[src/core/astc_defines.svh]
`ifndef ASTC_DEFINES_SVH
`define ASTC_DEFINES_SVH
// register byte addresses
`define ASTC_ADDR_CTRL     8'h00
`define ASTC_ADDR_CMD      8'h04
`define ASTC_ADDR_EXPO     8'h08
`define ASTC_ADDR_PACE     8'h0C
`define ASTC_ADDR_STATUS   8'h10
// control fields
`define ASTC_CTRL_MODE_ON  0
`define ASTC_CTRL_ORG_LO   1
`define ASTC_CTRL_ORG_HI   2
`define ASTC_CTRL_EDGE     3
`define ASTC_CTRL_TARGET   4
`define ASTC_CTRL_EXPMODE  5
`define ASTC_CTRL_PACE_EN  6
`define ASTC_CTRL_RUNMODE  7
`define ASTC_CTRL_RESET    32'h0000_0012
// origin encodings
`define ASTC_ORG_SW        2'h0
`define ASTC_ORG_LINE1     2'h1
`define ASTC_ORG_LINE2     2'h2
// command bits
`define ASTC_CMD_TRIG      0
`define ASTC_CMD_START     1
`define ASTC_CMD_STOP      2
// reset values
`define ASTC_EXPO_RESET    32'h0000_0064
`define ASTC_PACE_RESET    32'h0000_03E8
`define ASTC_ZERO32        32'h0000_0000
`define ASTC_ONE32         32'h0000_0001
`define ASTC_ONE16         16'h0001
`endif

[src/core/astc_pkg.sv]
package astc_pkg;
  typedef enum logic [1:0] {
    ST_IDLE,
    ST_WAIT,
    ST_EXPOSE,
    ST_READOUT
  } astc_state_t;

  typedef struct packed {
    logic s1;
    logic s2;
    logic s3;
    logic pulse;
    logic level;
  } astc_sync_t;

  typedef struct packed {
    astc_state_t st;
    logic [31:0] ctrl;
    logic [31:0] expo;
    logic [31:0] pace;
    logic [31:0] cnt;
    logic [31:0] pace_cnt;
    logic [15:0] discards;
    logic [31:0] rdata;
    logic        frame_start;
    logic        waiting;
    logic        exposing;
    logic        width;
    logic        stop_pend;
  } astc_core_t;
endpackage : astc_pkg

[src/core/astc_edge_sync.sv]
`timescale 1ns/1ps
module astc_edge_sync (
  input  wire logic core_clk,
  input  wire logic arst_n,
  input  wire logic line_in,
  input  wire logic fall_sel,
  output logic      edge_pulse,
  output logic      active_level
);
  astc_pkg::astc_sync_t q;
  astc_pkg::astc_sync_t d;

  // two-stage sync, then edge detect between second and third stages
  always_comb begin
    d       = q;
    d.s1    = line_in;
    d.s2    = q.s1;
    d.s3    = q.s2;
    d.pulse = fall_sel ? (q.s3 & ~q.s2) : (q.s2 & ~q.s3);
    d.level = q.s2 ^ fall_sel;
  end

  always_ff @(posedge core_clk or negedge arst_n) begin
    if (!arst_n) begin
      q <= '0;
    end else begin
      q <= d;
    end
  end

  assign edge_pulse   = q.pulse;
  assign active_level = q.level;
endmodule : astc_edge_sync

[src/core/astc_top.sv]
// Contract
// - trigger source selects software command, input line 1 or input line 2.
// - with software source each host trigger command is one start trigger.
// - with a line source the trigger comes from that input line.
// - rising edge activation makes low-to-high line transition the trigger.
// - falling edge activation makes high-to-low line transition the trigger.
// - after reset the trigger source is input line 1.
// - triggers act only while waiting for start trigger; otherwise ignored.
// - software source exposure length comes from the exposure value.
// - line source exposure from exposure value or from trigger pulse width.
// - software trigger while waiting begins a new frame exposure.
// - exposure start leaves waiting; waiting returns once a trigger is acceptable.
// - software triggers arriving while not ready are discarded.
// - host trigger command reaches start trigger only when target selects it.
// - pacing enable paces internally generated acquisitions at the pacing value while trigger mode is off.
// - with trigger mode off, start triggers are generated internally.
`timescale 1ns/1ps
`include "astc_defines.svh"
module astc_top #(
  parameter int          READOUT_CYCLES = 16,
  parameter logic [31:0] READOUT_LEN    = 32'(READOUT_CYCLES)
) (
  input  wire logic        core_clk,
  input  wire logic        arst_n,
  input  wire logic [7:0]  reg_addr,
  input  wire logic [31:0] reg_wdata,
  input  wire logic        reg_wr,
  input  wire logic        reg_rd,
  output logic [31:0]      reg_rdata,
  input  wire logic        trig_line1,
  input  wire logic        trig_line2,
  output logic             frame_start,
  output logic             exposure_active,
  output logic             waiting_for_trigger
);
  astc_pkg::astc_core_t q;
  astc_pkg::astc_core_t d;

  logic       line1_pulse;
  logic       line1_level;
  logic       line2_pulse;
  logic       line2_level;
  logic       trig_mode_on;
  logic [1:0] trigger_origin_select;
  logic       trigger_edge_select;
  logic       trigger_target_select;
  logic       exposure_duration_mode;
  logic       internal_pacing_enable;
  logic       capture_run_mode;
  logic       cmd_wr;
  logic       host_trigger_command;
  logic       acq_start_cmd;
  logic       acq_stop_cmd;
  logic       sw_trig;
  logic       line_trig;
  logic       pace_tick;
  logic       int_trig;
  logic       any_trig;
  logic       sel_level;
  logic       width_sel;

  // line 1 and line 2 synchronisers with edge detect
  astc_edge_sync u_line1 (
    .core_clk     (core_clk),
    .arst_n       (arst_n),
    .line_in      (trig_line1),
    .fall_sel     (trigger_edge_select),
    .edge_pulse   (line1_pulse),
    .active_level (line1_level)
  );

  astc_edge_sync u_line2 (
    .core_clk     (core_clk),
    .arst_n       (arst_n),
    .line_in      (trig_line2),
    .fall_sel     (trigger_edge_select),
    .edge_pulse   (line2_pulse),
    .active_level (line2_level)
  );

  // control field decode
  assign trig_mode_on           = q.ctrl[`ASTC_CTRL_MODE_ON];
  assign trigger_origin_select  = q.ctrl[`ASTC_CTRL_ORG_HI:`ASTC_CTRL_ORG_LO];
  assign trigger_edge_select    = q.ctrl[`ASTC_CTRL_EDGE];
  assign trigger_target_select  = q.ctrl[`ASTC_CTRL_TARGET];
  assign exposure_duration_mode = q.ctrl[`ASTC_CTRL_EXPMODE];
  assign internal_pacing_enable = q.ctrl[`ASTC_CTRL_PACE_EN];
  assign capture_run_mode       = q.ctrl[`ASTC_CTRL_RUNMODE];

  assign cmd_wr               = reg_wr && (reg_addr == `ASTC_ADDR_CMD);
  assign host_trigger_command = cmd_wr && reg_wdata[`ASTC_CMD_TRIG];
  assign acq_start_cmd        = cmd_wr && reg_wdata[`ASTC_CMD_START];
  assign acq_stop_cmd         = cmd_wr && reg_wdata[`ASTC_CMD_STOP];

  // trigger sources
  assign sw_trig = trig_mode_on && (trigger_origin_select == `ASTC_ORG_SW)
                   && trigger_target_select && host_trigger_command;
  assign line_trig = trig_mode_on
                     && (((trigger_origin_select == `ASTC_ORG_LINE1) && line1_pulse)
                      || ((trigger_origin_select == `ASTC_ORG_LINE2) && line2_pulse));
  assign pace_tick = (q.pace_cnt == `ASTC_ZERO32);
  assign int_trig  = !trig_mode_on && (q.st == astc_pkg::ST_WAIT)
                     && (!internal_pacing_enable || pace_tick);
  assign any_trig  = sw_trig || line_trig || int_trig;
  assign sel_level = (trigger_origin_select == `ASTC_ORG_LINE2) ? line2_level : line1_level;
  assign width_sel = trig_mode_on && (trigger_origin_select != `ASTC_ORG_SW)
                     && exposure_duration_mode;

  always_comb begin
    d             = q;
    d.frame_start = 1'b0;
    d.rdata       = `ASTC_ZERO32;
    // register writes
    if (reg_wr) begin
      unique case (reg_addr)
        `ASTC_ADDR_CTRL: d.ctrl = reg_wdata;
        `ASTC_ADDR_EXPO: d.expo = reg_wdata;
        `ASTC_ADDR_PACE: d.pace = reg_wdata;
        default: ;
      endcase
    end
    // register reads, data in next cycle only
    if (reg_rd) begin
      unique case (reg_addr)
        `ASTC_ADDR_CTRL:   d.rdata = q.ctrl;
        `ASTC_ADDR_EXPO:   d.rdata = q.expo;
        `ASTC_ADDR_PACE:   d.rdata = q.pace;
        `ASTC_ADDR_STATUS: d.rdata = {q.discards, 12'h000, q.stop_pend,
                                      q.st == astc_pkg::ST_READOUT, q.exposing, q.waiting};
        default:           d.rdata = `ASTC_ZERO32;
      endcase
    end
    // internal pacing counter
    if (q.st == astc_pkg::ST_IDLE) begin
      d.pace_cnt = `ASTC_ZERO32;
    end else if (pace_tick) begin
      if (int_trig) begin
        d.pace_cnt = q.pace - `ASTC_ONE32;
      end
    end else begin
      d.pace_cnt = q.pace_cnt - `ASTC_ONE32;
    end
    // triggers outside waiting are dropped and counted
    if ((sw_trig || line_trig) && (q.st != astc_pkg::ST_WAIT)) begin
      d.discards = q.discards + `ASTC_ONE16;
    end
    unique case (q.st)
      astc_pkg::ST_IDLE: begin
        if (acq_start_cmd) begin
          d.st        = astc_pkg::ST_WAIT;
          d.stop_pend = 1'b0;
        end
      end
      astc_pkg::ST_WAIT: begin
        if (acq_stop_cmd) begin
          d.st = astc_pkg::ST_IDLE;
        end else if (any_trig) begin
          d.st          = astc_pkg::ST_EXPOSE;
          d.frame_start = 1'b1;
          d.cnt         = q.expo;
          d.width       = width_sel;
        end
      end
      astc_pkg::ST_EXPOSE: begin
        if (acq_stop_cmd) begin
          d.stop_pend = 1'b1;
        end
        if (q.width ? !sel_level : (q.cnt <= `ASTC_ONE32)) begin
          d.st  = astc_pkg::ST_READOUT;
          d.cnt = READOUT_LEN;
        end else begin
          d.cnt = q.width ? q.cnt : q.cnt - `ASTC_ONE32;
        end
      end
      astc_pkg::ST_READOUT: begin
        if (acq_stop_cmd) begin
          d.stop_pend = 1'b1;
        end
        if (q.cnt <= `ASTC_ONE32) begin
          if (capture_run_mode && !q.stop_pend && !acq_stop_cmd) begin
            d.st = astc_pkg::ST_WAIT;
          end else begin
            d.st = astc_pkg::ST_IDLE;
          end
        end else begin
          d.cnt = q.cnt - `ASTC_ONE32;
        end
      end
    endcase
    d.waiting  = (d.st == astc_pkg::ST_WAIT);
    d.exposing = (d.st == astc_pkg::ST_EXPOSE);
  end

  always_ff @(posedge core_clk or negedge arst_n) begin
    if (!arst_n) begin
      q          <= '0;
      q.st       <= astc_pkg::ST_IDLE;
      q.ctrl     <= `ASTC_CTRL_RESET;
      q.expo     <= `ASTC_EXPO_RESET;
      q.pace     <= `ASTC_PACE_RESET;
    end else begin
      q <= d;
    end
  end

  assign reg_rdata           = q.rdata;
  assign frame_start         = q.frame_start;
  assign exposure_active     = q.exposing;
  assign waiting_for_trigger = q.waiting;
endmodule : astc_top

[config.mk]
export PLATFORM = sky130hd
export DESIGN_NAME = astc_top
export DESIGN_NICKNAME = d
export VERILOG_FILES = /design/src/core/astc_pkg.sv /design/src/core/astc_edge_sync.sv /design/src/core/astc_top.sv
export VERILOG_INCLUDE_DIRS = /design/src /design/src/core
export SDC_FILE = /design/constraint.sdc
export NUM_CORES = 1
export LEC_CHECK = 0
export BUFFER_PORTS_ARGS = -buffer_cell sky130_fd_sc_hd__buf_2
export CAP_MARGIN = 20
export CORE_UTILIZATION = 50
export CTS_CLUSTER_DIAMETER = 80
export CTS_CLUSTER_SIZE = 12
export DETAILED_ROUTE_END_ITERATION = 8
export PLACE_DENSITY = 0.78
export SETUP_SLACK_MARGIN = 0.1
export SKIP_LAST_GASP = 1
export SLEW_MARGIN = 20
export SYNTH_ARGS = -nofsm -noshare
export SYNTH_HDL_FRONTEND = slang
export SYNTH_SLANG_ARGS = --single-unit
[constraint.sdc]
create_clock -name core_clk -period 3.3 [get_ports core_clk]
set_input_delay 0.33 -clock core_clk [delete_from_list [all_inputs] [get_ports core_clk]]
set_output_delay 0.33 -clock core_clk [all_outputs]
set_load 0.05 [all_outputs]
* Yosys cells after proc, flatten, opt, wreduce, memory -nomap -nowiden *
Index checks and enable logic that the tools add are counted.

word-level totals
  register bits = 225
  bits of input ports = 46
  output and inout port bits = 35

operators by class
  $add $sub $neg = 4
  order comparisons = 1
  eq/ne operators = 19
  muxes and demuxes = 28
  bitwise logic cells = 11
  reductions and logical operators = 40

operators with widths
  cell                     number
  $mux W32                 9
  $pmux W32 S4             1
  $pmux W32 S3             1
  $sub A32 B1 Y32 const B  3
  $le A32 B1 Y1 const B    1
  $logic_not A32 Y1        1
  $logic_and A1 B1 Y1      17
  $add A16 B1 Y16 const B  1
  $eq A8 B4 Y1 const B     2
  $mux W1                  10
  $mux W2                  5
  $eq A2 B2 Y1 const B     4
  $eq A8 B3 Y1 const B     1
  $eq A8 B5 Y1 const B     1
  $logic_not A8 Y1         1
  $ne A2 B2 Y1 const B     4
  $pmux W2 S4              1
  $eq A2 B1 Y1 const B     3
  $reduce_and A2 Y1        3
  $reduce_and A3 Y1        2
  $logic_not A1 Y1         5
  $not A1 Y1               5
  $reduce_and A5 Y1        1
  $and A1 B1 Y1            4
  other kinds (10)         17

* Depth between registers and ports, before layout *
Gate-level depths: netlist (run 1).

  depth in word-level cells = 10
  depth in mapped cells = 14

* Modules after synthesis *
A second synthesis (run 1) with hierarchy kept.

second synthesis, totals
  cells, all modules = 1,065
  area total of the unflattened synthesis = 11,305.8 µm²

modules (own cells, without submodules)
  module          instances  cells each  area each (µm²)  sequential area each (µm²)
  astc_top        1          1,047       10,993.0         5,393.9
  astc_edge_sync  2          9           156.4            125.1

* Worst setup path before layout (run 1) *
OpenSTA, ideal clock, no wires.

  path kind = reg-to-reg
  from = register q[69] (netlist bit)
  to = register q[83] (netlist bit)
  library setup time = 0.078 ns
  arrival time = 2.910 ns
  data required time = 3.222 ns
  setup slack = 0.312 ns
  stages on the path, launching flop included = 15
  cell sequence = dfrtp_1 -> clkbuf_1 -> or4_1 -> buf_2 -> nor3_4 -> buf_2 -> buf_2 -> a21oi_1 -> ha_1 -> nand2b_1 -> nor3_2 -> o311ai_4 -> nor3_4 -> a31o_2 -> a21oi_1

between the ends
  cells in the longest elaborated chain, start to end = 4
  elaborated cells between the ends (all ways) = 7

RTL lines
  what                                                                     RTL line        source
  start, declared                                                          astc_top.sv:36  astc_pkg::astc_core_t q;
  parallel branches: the longest is 4 deep, another holds $sub A32 B1 Y32  n/a

Several ways; the timed one is not identified.
A chain may end at the register's enable or synchronous reset.

* Final worst setup path (run 1) *
  from = register q[74] (netlist bit)
  to = register q[83] (netlist bit)

The elaborated chain is that of the path after synthesis.

==> out/qor.yml, run 1 <==
worst_ep_arrival_time_ns: 3.45
design_area_mm2: 0.0126
cts-root-buf: "clkbuf_16"
fin_util: 0.559
ys.flop_type: "dfrtp_1"
worstPathCellList: "nor4_1 > nand4_2 > nor3_4 > a21oi_1 > ha_1 > nand2b_1 > nor3_2 > o311ai_4 > nor3_4 > a31o_2 > a21oi_1"
ys_types: 75
drtIter0Drc: 1082
routed_wl_mm: 30.2
layoutNonFillerInstCount: 1422
via_per_inst: 6.37
ys_ff_latch: 225
syn_inst: 1090
crit_slowest_cell: "nor4_1"
ant_nets: 0
worst_slew_pin_slew_ns: 0.687
insertion_delay_ns: 0.51
start_kind: "flip-flop"
avgSynthCellArea_um2: 10.5
r2r-end: "q[83]"
antenna_found_initial: 0
ys.warnings.count: 0
async_flop_share: 1.00
path_clk_slew_ns: 0.06
hold_path_class: "in -> reg"
rsz0062_at_grt: "false"
drive_above_1_share: 0.266
yosysTopAreaCell: "dfrtp_1"
syn_area_mm2: 0.0115
start_util: 0.509
n_antenna_cell: 0
worstReg2RegStart: "q[74]"
hpwlAfterDp_mm: 20.9
portBuffers: 80
io_pins: 81
synth_edf_count: 0
r2r_slack_ns: 0.28
slowest_delay_ns: 0.52
power.total_mw: 8.90
relSlewSlack: 0.538
clock-sinks: 225
nets: 1181
core_area_mm2: 0.0226
max_clock_freq_mhz: 331
setup_viol: 0
grt_first_pass_wirelength_mm: 48.4
via_count: 9054
finalHoldViolCount: 0
rows: 55
place_area_mm2: 0.0120
cp.required_ns: 3.73
endpoint_kind: "flip-flop"
grt_use_total: 0.259
period_minus_slack_ns: 3.02
ir_drop_mv: 0.572
tns_ns: 0
cp_max_fo: 8
fp.dieH_um: 154
synth_top_area_frac: 0.466
cap_violations: 0
firstDrtPassIters: 6
gp_congestion: 0.929
grt_pass1_vias: 8914
cts_setup_buffers: 0
cts_made_buffers: 22
routedWlPerCell_um: 21.3
skew_ns: 0.0127
grt_overflow: 0
drc_errors: 0
cp-endpoint: "q[83]"
placed_cells: 1389
power_density_mw_per_mm2: 706
maxSlewViolCount: 0
p_leak_nw: 5.74
yosysSeqAreaShare: 0.491
die_x_um: 154
outcome: "complete, no violations"
reg2reg_depth: 11
cts_tree: "done"
synth_area_leaders: "dfrtp_1, mux2_2, a21oi_1, nor2_1, dfstp_2"
die_area_mm2: 0.0236
syn_nets: 1140
htreeDepth: 1
area_growth_pct: 9.76
grt_start_max_net_pins: 81
crit_path_start: "q[74]"
cts_buffer_depth: 3
critPathKind: "reg -> reg"
fin_crit_sh: 0.915
-- cells in the final DEF, fill, tap and decap left out, types with 13 or more instances in the layout --
| master | count |
|---|---|
| dfrtp_1 | 214 |
| mux2_2 | 116 |
| nor2_1 | 91 |
| a21oi_1 | 86 |
| buf_2 | 79 |
| nand2_1 | 46 |
| nor3_1 | 36 |
| a22oi_1 | 35 |
| o21ai_1 | 35 |
| nor4_1 | 33 |
| o21ai_0 | 28 |
| buf_4 | 27 |
| nand3_1 | 25 |
| clkbuf_16 | 23 |
| xor2_1 | 20 |
| o21ai_2 | 16 |
| xnor2_1 | 16 |
| inv_1 | 14 |
| or4_1 | 13 |
-- synth_stat cells, types with 6 or more instances --
cell type / number
dfrtp_1: 214
mux2_2: 116
nor2_1: 92
a21oi_1: 86
nand2_1: 46
clkbuf_1: 36
nor3_1: 36
o21ai_1: 36
a22oi_1: 35
nor4_1: 34
buf_4: 32
o21ai_0: 28
nand3_1: 25
xor2_1: 20
xnor2_1: 16
o21ai_2: 15
inv_1: 14
or4_1: 13
a222oi_1: 12
or3_1: 12
buf_1: 11
dfstp_2: 11
and2_1: 10
buf_2: 10
a32oi_1: 8
and3_1: 8
nand4_1: 7
a21o_1: 6
a31oi_1: 6
buf_6: 6
-- flip-flops by register name, summed over array words and instances (netlist names) --
register	count
q	177
reg_rdata	32
u_line1.d	2
u_line2.d	2
capture_run_mode	1
exposure_active	1
exposure_duration_mode	1
frame_start	1
internal_pacing_enable	1
u_line1.active_level	1
u_line1.edge_pulse	1
u_line1.q	1
u_line2.active_level	1
u_line2.edge_pulse	1
u_line2.q	1
waiting_for_trigger	1
-- layout make-up --
cell class / count / area (µm²)
fillers: 1970 / 9960
flip-flops and latches: 225 / 5640
multi-input cells: 755 / 5270
repair buffers: 112 / 683
clock buffers: 29 / 598
well taps: 285 / 357
inverters: 15 / 56.3
clock inverters: 1 / 5.00
-- critical path: cells and delay by family (launching register included) --
family	cells	cell delay (ns)
AOI/OAI and AO/OA	4	0.65
adders and majority gates	1	0.24
DFF	1	0.42
and+or+nand+nor	6	1.62
-- routing by layer --
metal	wire length [µm]	vias to the layer above	track usage
met1	13400	4479	0.363
li1	-	4085	-
met4	950	0	0.0929
met2	13800	429	0.411
met5	0	-	0
met3	2140	61	0.0366
-- stage by stage --
stage	hold slack, ns	setup slack (ns)
6_report	0.0788	0.282
2_1_floorplan	0.0344	0.312
3_3_place_gp	0.330	0.446
3_5_place_dp	0.333	0.395
5_1_grt	0.0772	0.142
4_1_cts	0.0656	0.355
-- kinds of logic (layout without fill, tap and decap cells) --
| group | after synthesis | count (layout) | synth area share |
|---|---|---|---|
| and+or+nand+nor | 323 | 323 | 0.152 |
| AOI/OAI and AO/OA | 271 | 271 | 0.156 |
| DFF | 225 | 225 | 0.491 |
| muxes | 121 | 121 | 0.118 |
| buffers and inverters | 110 | 157 | 0.0514 |
| xor gates and xnor gates | 36 | 36 | 0.0274 |
| adders and majority gates | 4 | 4 | 0.00436 |
-- report_power, final --
part / total (mW) / internal [mW] / leakage (nW) / switching (mW)
Sequential: 3.69 / 3.18 / 3.00 / 0.508
Combinational: 2.95 / 1.12 / 2.44 / 1.84
Clock: 2.26 / 1.25 / 0.294 / 1.01
Total: 8.90 / 5.54 / 5.74 / 3.35
-- timing repair --
action | CTS | global route
gates resized for setup | 0 | 0
hold buffers | 3 | 0
hold endpoints to repair | 60 | 0
-- how the worst min path moves through the flow --
stage | startpoint | to | slack [ns] | cells past startpoint
2_1_floorplan | arst_n | capture_run_mode | 0.03 | 0
3_3_place_gp | arst_n | q[75] | 0.33 | 1
3_5_place_dp | arst_n | q[75] | 0.33 | 1
4_1_cts | reg_wdata[12] | q[129] | 0.07 | 2
5_1_grt | reg_wdata[12] | q[129] | 0.08 | 2
6_report | reg_wdata[12] | q[129] | 0.08 | 2
No activity file was read; power rests on OpenSTA's default activity.
==> run 2, diff against run 1 <==
--- a/config.mk
+++ b/config.mk
@@ -13,7 +13,7 @@
 export CTS_CLUSTER_SIZE = 12
 export DETAILED_ROUTE_END_ITERATION = 8
 export PLACE_DENSITY = 0.78
-export SETUP_SLACK_MARGIN = 0.1
+export SETUP_SLACK_MARGIN = 0.3
 export SKIP_LAST_GASP = 1
 export SLEW_MARGIN = 20
 export SYNTH_ARGS = -nofsm -noshare
==> out/qor.yml, run 2 (same netlist as run 1, synthesis figures left out) <==
fin_util: 0.561  # was 0.559
period_minus_slack_ns: 2.88  # was 3.02 ns
fin_crit_sh: 0.872  # was 0.915
grt_use_total: 0.259  # unchanged
gp_congestion: 0.929  # unchanged
cap_violations: 0  # unchanged
cp_max_fo: 8  # unchanged
largest_reg_flops: 177  # unchanged
path_clk_slew_ns: 0.07  # was 0.06 ns
final_cell_mix: "dfrtp_1, mux2_2, nor2_1"  # unchanged
power.total_mw: 8.99  # was 8.90 mW
start_util: 0.509  # unchanged
fillers: 1966  # was 1970
hold_path_depth: 2  # unchanged
hold_end: "q[128]"  # was q[129]
nets: 1182  # was 1181
n_antenna_cell: 0  # unchanged
p_leak_nw: 5.75  # was 5.74 nW
layoutNonFillerInstCount: 1423  # was 1422
r2r-end: "q[83]"  # unchanged
grt_first_pass_wirelength_mm: 48.4  # unchanged
worstReg2RegStart: "q[67]"  # was q[74]
critPathKind: "reg -> reg"  # unchanged
cts-root-buf: "clkbuf_16"  # unchanged
layout_commonest_cell: "dfrtp_1"  # unchanged
fp.dieH_um: 154  # unchanged
skew_ns: 0.0118  # was 0.0127 ns
outcome: "complete, no violations"  # unchanged
die_area_mm2: 0.0236  # unchanged
ant_nets: 0  # unchanged
drive_above_1_share: 0.272  # was 0.266
worst_ep_arrival_time_ns: 3.31  # was 3.45 ns
firstDrtPassIters: 6  # unchanged
power_density_mw_per_mm2: 710  # was 706 mW/mm²
routed_wl_mm: 30.4  # was 30.2 mm
core_area_mm2: 0.0226  # unchanged
area_growth_pct: 10.2  # was 9.76%
portBuffers: 80  # unchanged
hp-start: "reg_wdata[11]"  # was reg_wdata[12]
drc_errors: 0  # unchanged
via_per_inst: 6.36  # was 6.37
io_pins: 81  # unchanged
max_clock_freq_mhz: 348  # was 331 MHz
routedWlPerCell_um: 21.3  # about the same
ir_drop_mv: 0.573  # was 0.572 mV
worst_slew_pin_slew_ns: 0.694  # was 0.687 ns
rows: 55  # unchanged
tns_ns: 0  # unchanged
hpwlAfterDp_mm: 20.9  # unchanged
antenna_found_initial: 0  # unchanged
grt_overflow: 0  # unchanged
cp.required_ns: 3.73  # about the same
endpoint_kind: "flip-flop"  # unchanged
htreeDepth: 1  # unchanged
maxSlewViolCount: 0  # unchanged
r2r_slack_ns: 0.42  # was 0.28 ns
die_x_um: 154  # unchanged
drtIter0Drc: 974  # was 1082
via_count: 9049  # was 9054
reg2reg_depth: 10  # was 11
relSlewSlack: 0.533  # was 0.538
cts_made_buffers: 22  # unchanged
rsz0062_at_grt: "true"  # was false
start_kind: "flip-flop"  # unchanged
setup_viol: 0  # unchanged
clock-sinks: 225  # unchanged
insertion_delay_ns: 0.51  # about the same
cts_buffer_depth: 3  # unchanged
placed_cells: 1389  # unchanged
grt_start_max_net_pins: 81  # unchanged
cts_tree: "done"  # unchanged
grt_pass1_vias: 8914  # unchanged
hold_path_class: "in -> reg"  # unchanged
top_register: "q"  # unchanged
finalHoldViolCount: 0  # unchanged
-- run 2: area by class of cell --
type,count,area [µm²],share of cell area
Sequential cell,225,5640,0.446
Multi-Input combinational cell,755,5320,0.420
Timing Repair Buffer,113,691,0.0545
Clock buffer,29,598,0.0472
Tap cell,285,357,0.0282
Inverter,15,56.3,0.00444
Clock inverter,1,5.00,0.000395
-- run 2: where the power goes --
group          leakage [nW]  switching, mW  internal (mW)
clock network         0.294           1.01           1.25
logic                  2.46           1.87           1.15
registers              3.00          0.536           3.18
-- run 2: worst max-delay path by stage --
stage | start | cells past startpoint | slack, ns | to
3_3_place_gp | q[75] | 11 | 0.45 | q[83]
6_report | q[67] | 10 | 0.42 | q[83]
5_1_grt | q[67] | 10 | 0.27 | q[83]
4_1_cts | q[75] | 11 | 0.35 | q[83]
2_1_floorplan | q[69] | 14 | 0.31 | q[83]
3_5_place_dp | q[76] | 11 | 0.39 | q[83]
-- run 2: what timing repair did --
item	4_1_cts	5_1_grt
gates resized for setup	0	8
setup endpoints to repair	0	15
setup buffers	0	1
endpoints found under the hold margin	60	0
hold buffers	3	0
-- run 2: critical path: stages (launching register included) --
cell,delay [ns]
dfrtp_1,0.46
or4_1,0.71
nor3_4,0.32
a21oi_1,0.11
ha_1,0.24
nand2b_1,0.17
nor3_2,0.11
o311ai_4,0.14
nor3_4,0.12
a31o_2,0.27
a21oi_1,0.13
-- run 2: stage by stage --
| stage | hold WS, ns | cell area, µm² | setup slack (ns) |
|---|---|---|---|
| after global routing | 0.0772 | 12700 | 0.270 |
| after global placement | 0.330 | 12000 | 0.446 |
| after CTS | 0.0656 | 12600 | 0.355 |
| after detailed placement | 0.333 | 12000 | 0.395 |
| after floorplan | 0.0344 | 11500 | 0.312 |
| final | 0.0791 | 12700 | 0.424 |
-- run 2: routing by layer --
layer  up-vias  wire [µm]  global-route usage
li1       4083          -                   -
met1      4486      13400               0.363
met2       421      13900               0.411
met3        59       2150              0.0366
met4         0        943              0.0929
met5         -          0                   0
==> run 3, diff against run 2 <==
--- a/config.mk
+++ b/config.mk
@@ -6,6 +6,7 @@
 export SDC_FILE = /design/constraint.sdc
 export NUM_CORES = 1
 export LEC_CHECK = 0
+export ABC_AREA = 1
 export BUFFER_PORTS_ARGS = -buffer_cell sky130_fd_sc_hd__buf_2
 export CAP_MARGIN = 20
 export CORE_UTILIZATION = 50
==> out/qor.yml, run 3 <==
cts-root-buf: "clkbuf_16"  # unchanged
yosysSeqAreaShare: 0.471  # was 0.491
synth_edf_count: 0  # unchanged
syn_area_mm2: 0.0120  # was 0.0115 mm²
portBuffers: 80  # unchanged
outcome: "complete, no violations"  # unchanged
hpwlAfterDp_mm: 23.7  # was 20.9 mm
syn_inst: 1585  # was 1090
worstReg2RegStart: "q[75]"  # was q[67]
drc_errors: 0  # unchanged
final_cell_mix: "nand2_1, dfrtp_1, nor2_1"  # was dfrtp_1, mux2_2, nor2_1
critPathKind: "reg -> reg"  # unchanged
ir_drop_mv: 0.477  # was 0.573 mV
rsz0062_at_grt: "false"  # was true
drtIter0Drc: 932  # was 974
worst_slew_pin_slew_ns: 0.694  # about the same
setup_viol: 0  # unchanged
cts_made_buffers: 22  # unchanged
area_growth_pct: 9.37  # was 10.2%
core_area_mm2: 0.0235  # was 0.0226 mm²
top_register: "q"  # unchanged
die_x_um: 157  # was 154 µm
hp-start: "reg_wdata[5]"  # was reg_wdata[11]
ys_types: 43  # was 75
via_count: 10434  # was 9049
period_minus_slack_ns: 2.68  # was 2.88 ns
largest_reg_flops: 177  # unchanged
async_flop_share: 1.00  # unchanged
ys_ff_latch: 225  # unchanged
grt_first_pass_wirelength_mm: 52.5  # was 48.4 mm
grt_pass1_vias: 9776  # was 8914
max_clock_freq_mhz: 373  # was 348 MHz
path_clk_slew_ns: 0.07  # about the same
hold_path_class: "in -> reg"  # unchanged
fp.dieH_um: 157  # was 154 µm
yosysMostFrequentCell: "nand2_1"  # was dfrtp_1
crit_path_start: "q[75]"  # was q[67]
drive_above_1_share: 0.115  # was 0.272
synth_common_cells: "nand2_1, dfrtp_1, nor2_1"  # was dfrtp_1, mux2_2, nor2_1
routedWlPerCell_um: 16.9  # was 21.3 µm
fin_crit_sh: 0.811  # was 0.872
rows: 56  # was 55
cts_tree: "done"  # unchanged
grt_overflow: 0  # unchanged
ant_nets: 0  # unchanged
ys.warnings.count: 0  # unchanged
maxSlewViolCount: 0  # unchanged
finalHoldViolCount: 0  # unchanged
p_leak_nw: 6.75  # was 5.75 nW
cts_buffer_depth: 3  # unchanged
routed_wl_mm: 33.0  # was 30.4 mm
cp_max_fo: 32  # was 8
relSlewSlack: 0.537  # was 0.533
insertion_delay_ns: 0.52  # was 0.51 ns
tns_ns: 0  # unchanged
n_antenna_cell: 0  # unchanged
endpoint_kind: "flip-flop"  # unchanged
io_pins: 81  # unchanged
synth_top_area_frac: 0.447  # was 0.466
antenna_found_initial: 0  # unchanged
cap_violations: 0  # unchanged
clock-sinks: 225  # unchanged
avgSynthCellArea_um2: 7.55  # was 10.5 µm²
via_per_inst: 5.35  # was 6.36
die_area_mm2: 0.0246  # was 0.0236 mm²
power_density_mw_per_mm2: 926  # was 710 mW/mm²
fin_util: 0.558  # was 0.561
synth_area_leaders: "dfrtp_1, nand2_1, o21ai_0, nor2_1, inv_1"  # was dfrtp_1, mux2_2, a21oi_1, nor2_1, dfstp_2
ys.flop_type: "dfrtp_1"  # unchanged
grt_use_total: 0.277  # was 0.259
htreeDepth: 1  # unchanged
firstDrtPassIters: 5  # was 6
gp_congestion: 0.934  # was 0.929
worst_ep_arrival_time_ns: 3.12  # was 3.31 ns
start_kind: "flip-flop"  # unchanged
start_util: 0.510  # was 0.509
grt_start_max_net_pins: 93  # was 81
layout_commonest_cell: "nand2_1"  # was dfrtp_1
syn_nets: 1635  # was 1140
skew_ns: 0.0171  # was 0.0118 ns
yosysTopAreaCell: "dfrtp_1"  # unchanged
cts_setup_buffers: 0  # unchanged
nets: 1675  # was 1182
fillers: 2197  # was 1966
cp.required_ns: 3.74  # was 3.73 ns
[run 3: power by group]
group,internal (mW),switching (mW)
Sequential,3.12,0.351
Combinational,1.96,4.42
Clock,1.25,1.02
[run 3: metal layers]
metal	global-route usage	part of all wire	vias up
met3	0.0460	0.073	45
met2	0.441	0.46	341
met1	0.391	0.45	4965
met5	0	0	-
li1	-	-	5083
met4	0.0724	0.020	0
[run 3: what timing repair did]
| action | CTS | global route |
|---|---|---|
| hold buffers | 3 | 0 |
| hold endpoints to repair | 86 | 0 |
| endpoints found under the setup margin | 0 | 2 |
| resized for setup | 0 | 2 |
[run 3: final timing paths]
check | endpoint | slack [ns] | depth (start not counted)
setup reg to reg | q[112] | 0.62 | 15
max in group asynchronous | q[142] | 1.90 | 3
hold reg to reg | u_line2.d[2] | 0.36 | 0
hold / removal | q[122] | 0.09 | 3
setup / recovery | q[112] | 0.62 | 15
min in group asynchronous | q[173] | 0.43 | 2
[run 3: cell families (layout without fill, tap and decap cells)]
family                     after synthesis  in the layout  share of synthesized area
buffers and inverters                  232            277                     0.0877
AOI/OAI and AO/OA                      233            233                      0.109
DFF                                    225            225                      0.471
and+or+nand+nor                        848            848                      0.296
adders and majority gates                4              4                    0.00418
xor gates and xnor gates                43             43                     0.0315
[run 3: worst max-delay path, stage by stage (launching register included)]
cell      delay (ns)
dfrtp_1         0.39
nor2_1          0.09
nand2_1         0.07
nor2_1          0.24
nand2_4         0.14
nor2_8          0.40
inv_2           0.07
nand2_1         0.08
nand2_1         0.15
nand2_1         0.13
nand2_2         0.10
nand2_2         0.11
nand2_2         0.07
clkinv_2        0.33
nand2_1         0.13
nand2_1         0.09
[run 3: cell type report]
cell class,instances,area [µm²],share of cell area
Multi-Input combinational cell,1128,5310,0.406
Inverter,147,553,0.0422
Clock inverter,1,5.00,0.000382
Timing Repair Buffer,101,588,0.0449
Sequential cell,225,5640,0.431
Clock buffer,28,594,0.0454
Tap cell,319,399,0.0305
[run 3: per-stage QoR]
| step | hold slack (ns) | instances | setup WS [ns] | cell area (µm²) | total power [mW] |
|---|---|---|---|---|---|
| 2_1_floorplan | 0.0344 | 1585 | 1.21 | 12000 | 7.74 |
| 5_1_grt | 0.0993 | 1949 | 0.351 | 13100 | 11.2 |
| 3_5_place_dp | 0.346 | 1917 | 0.501 | 12500 | 9.79 |
| 6_report | 0.0872 | 1949 | 0.622 | 13100 | 12.1 |
| 4_1_cts | 0.0744 | 1949 | 0.527 | 13100 | 12.1 |
| 3_3_place_gp | 0.335 | 1917 | 0.486 | 12500 | 9.69 |
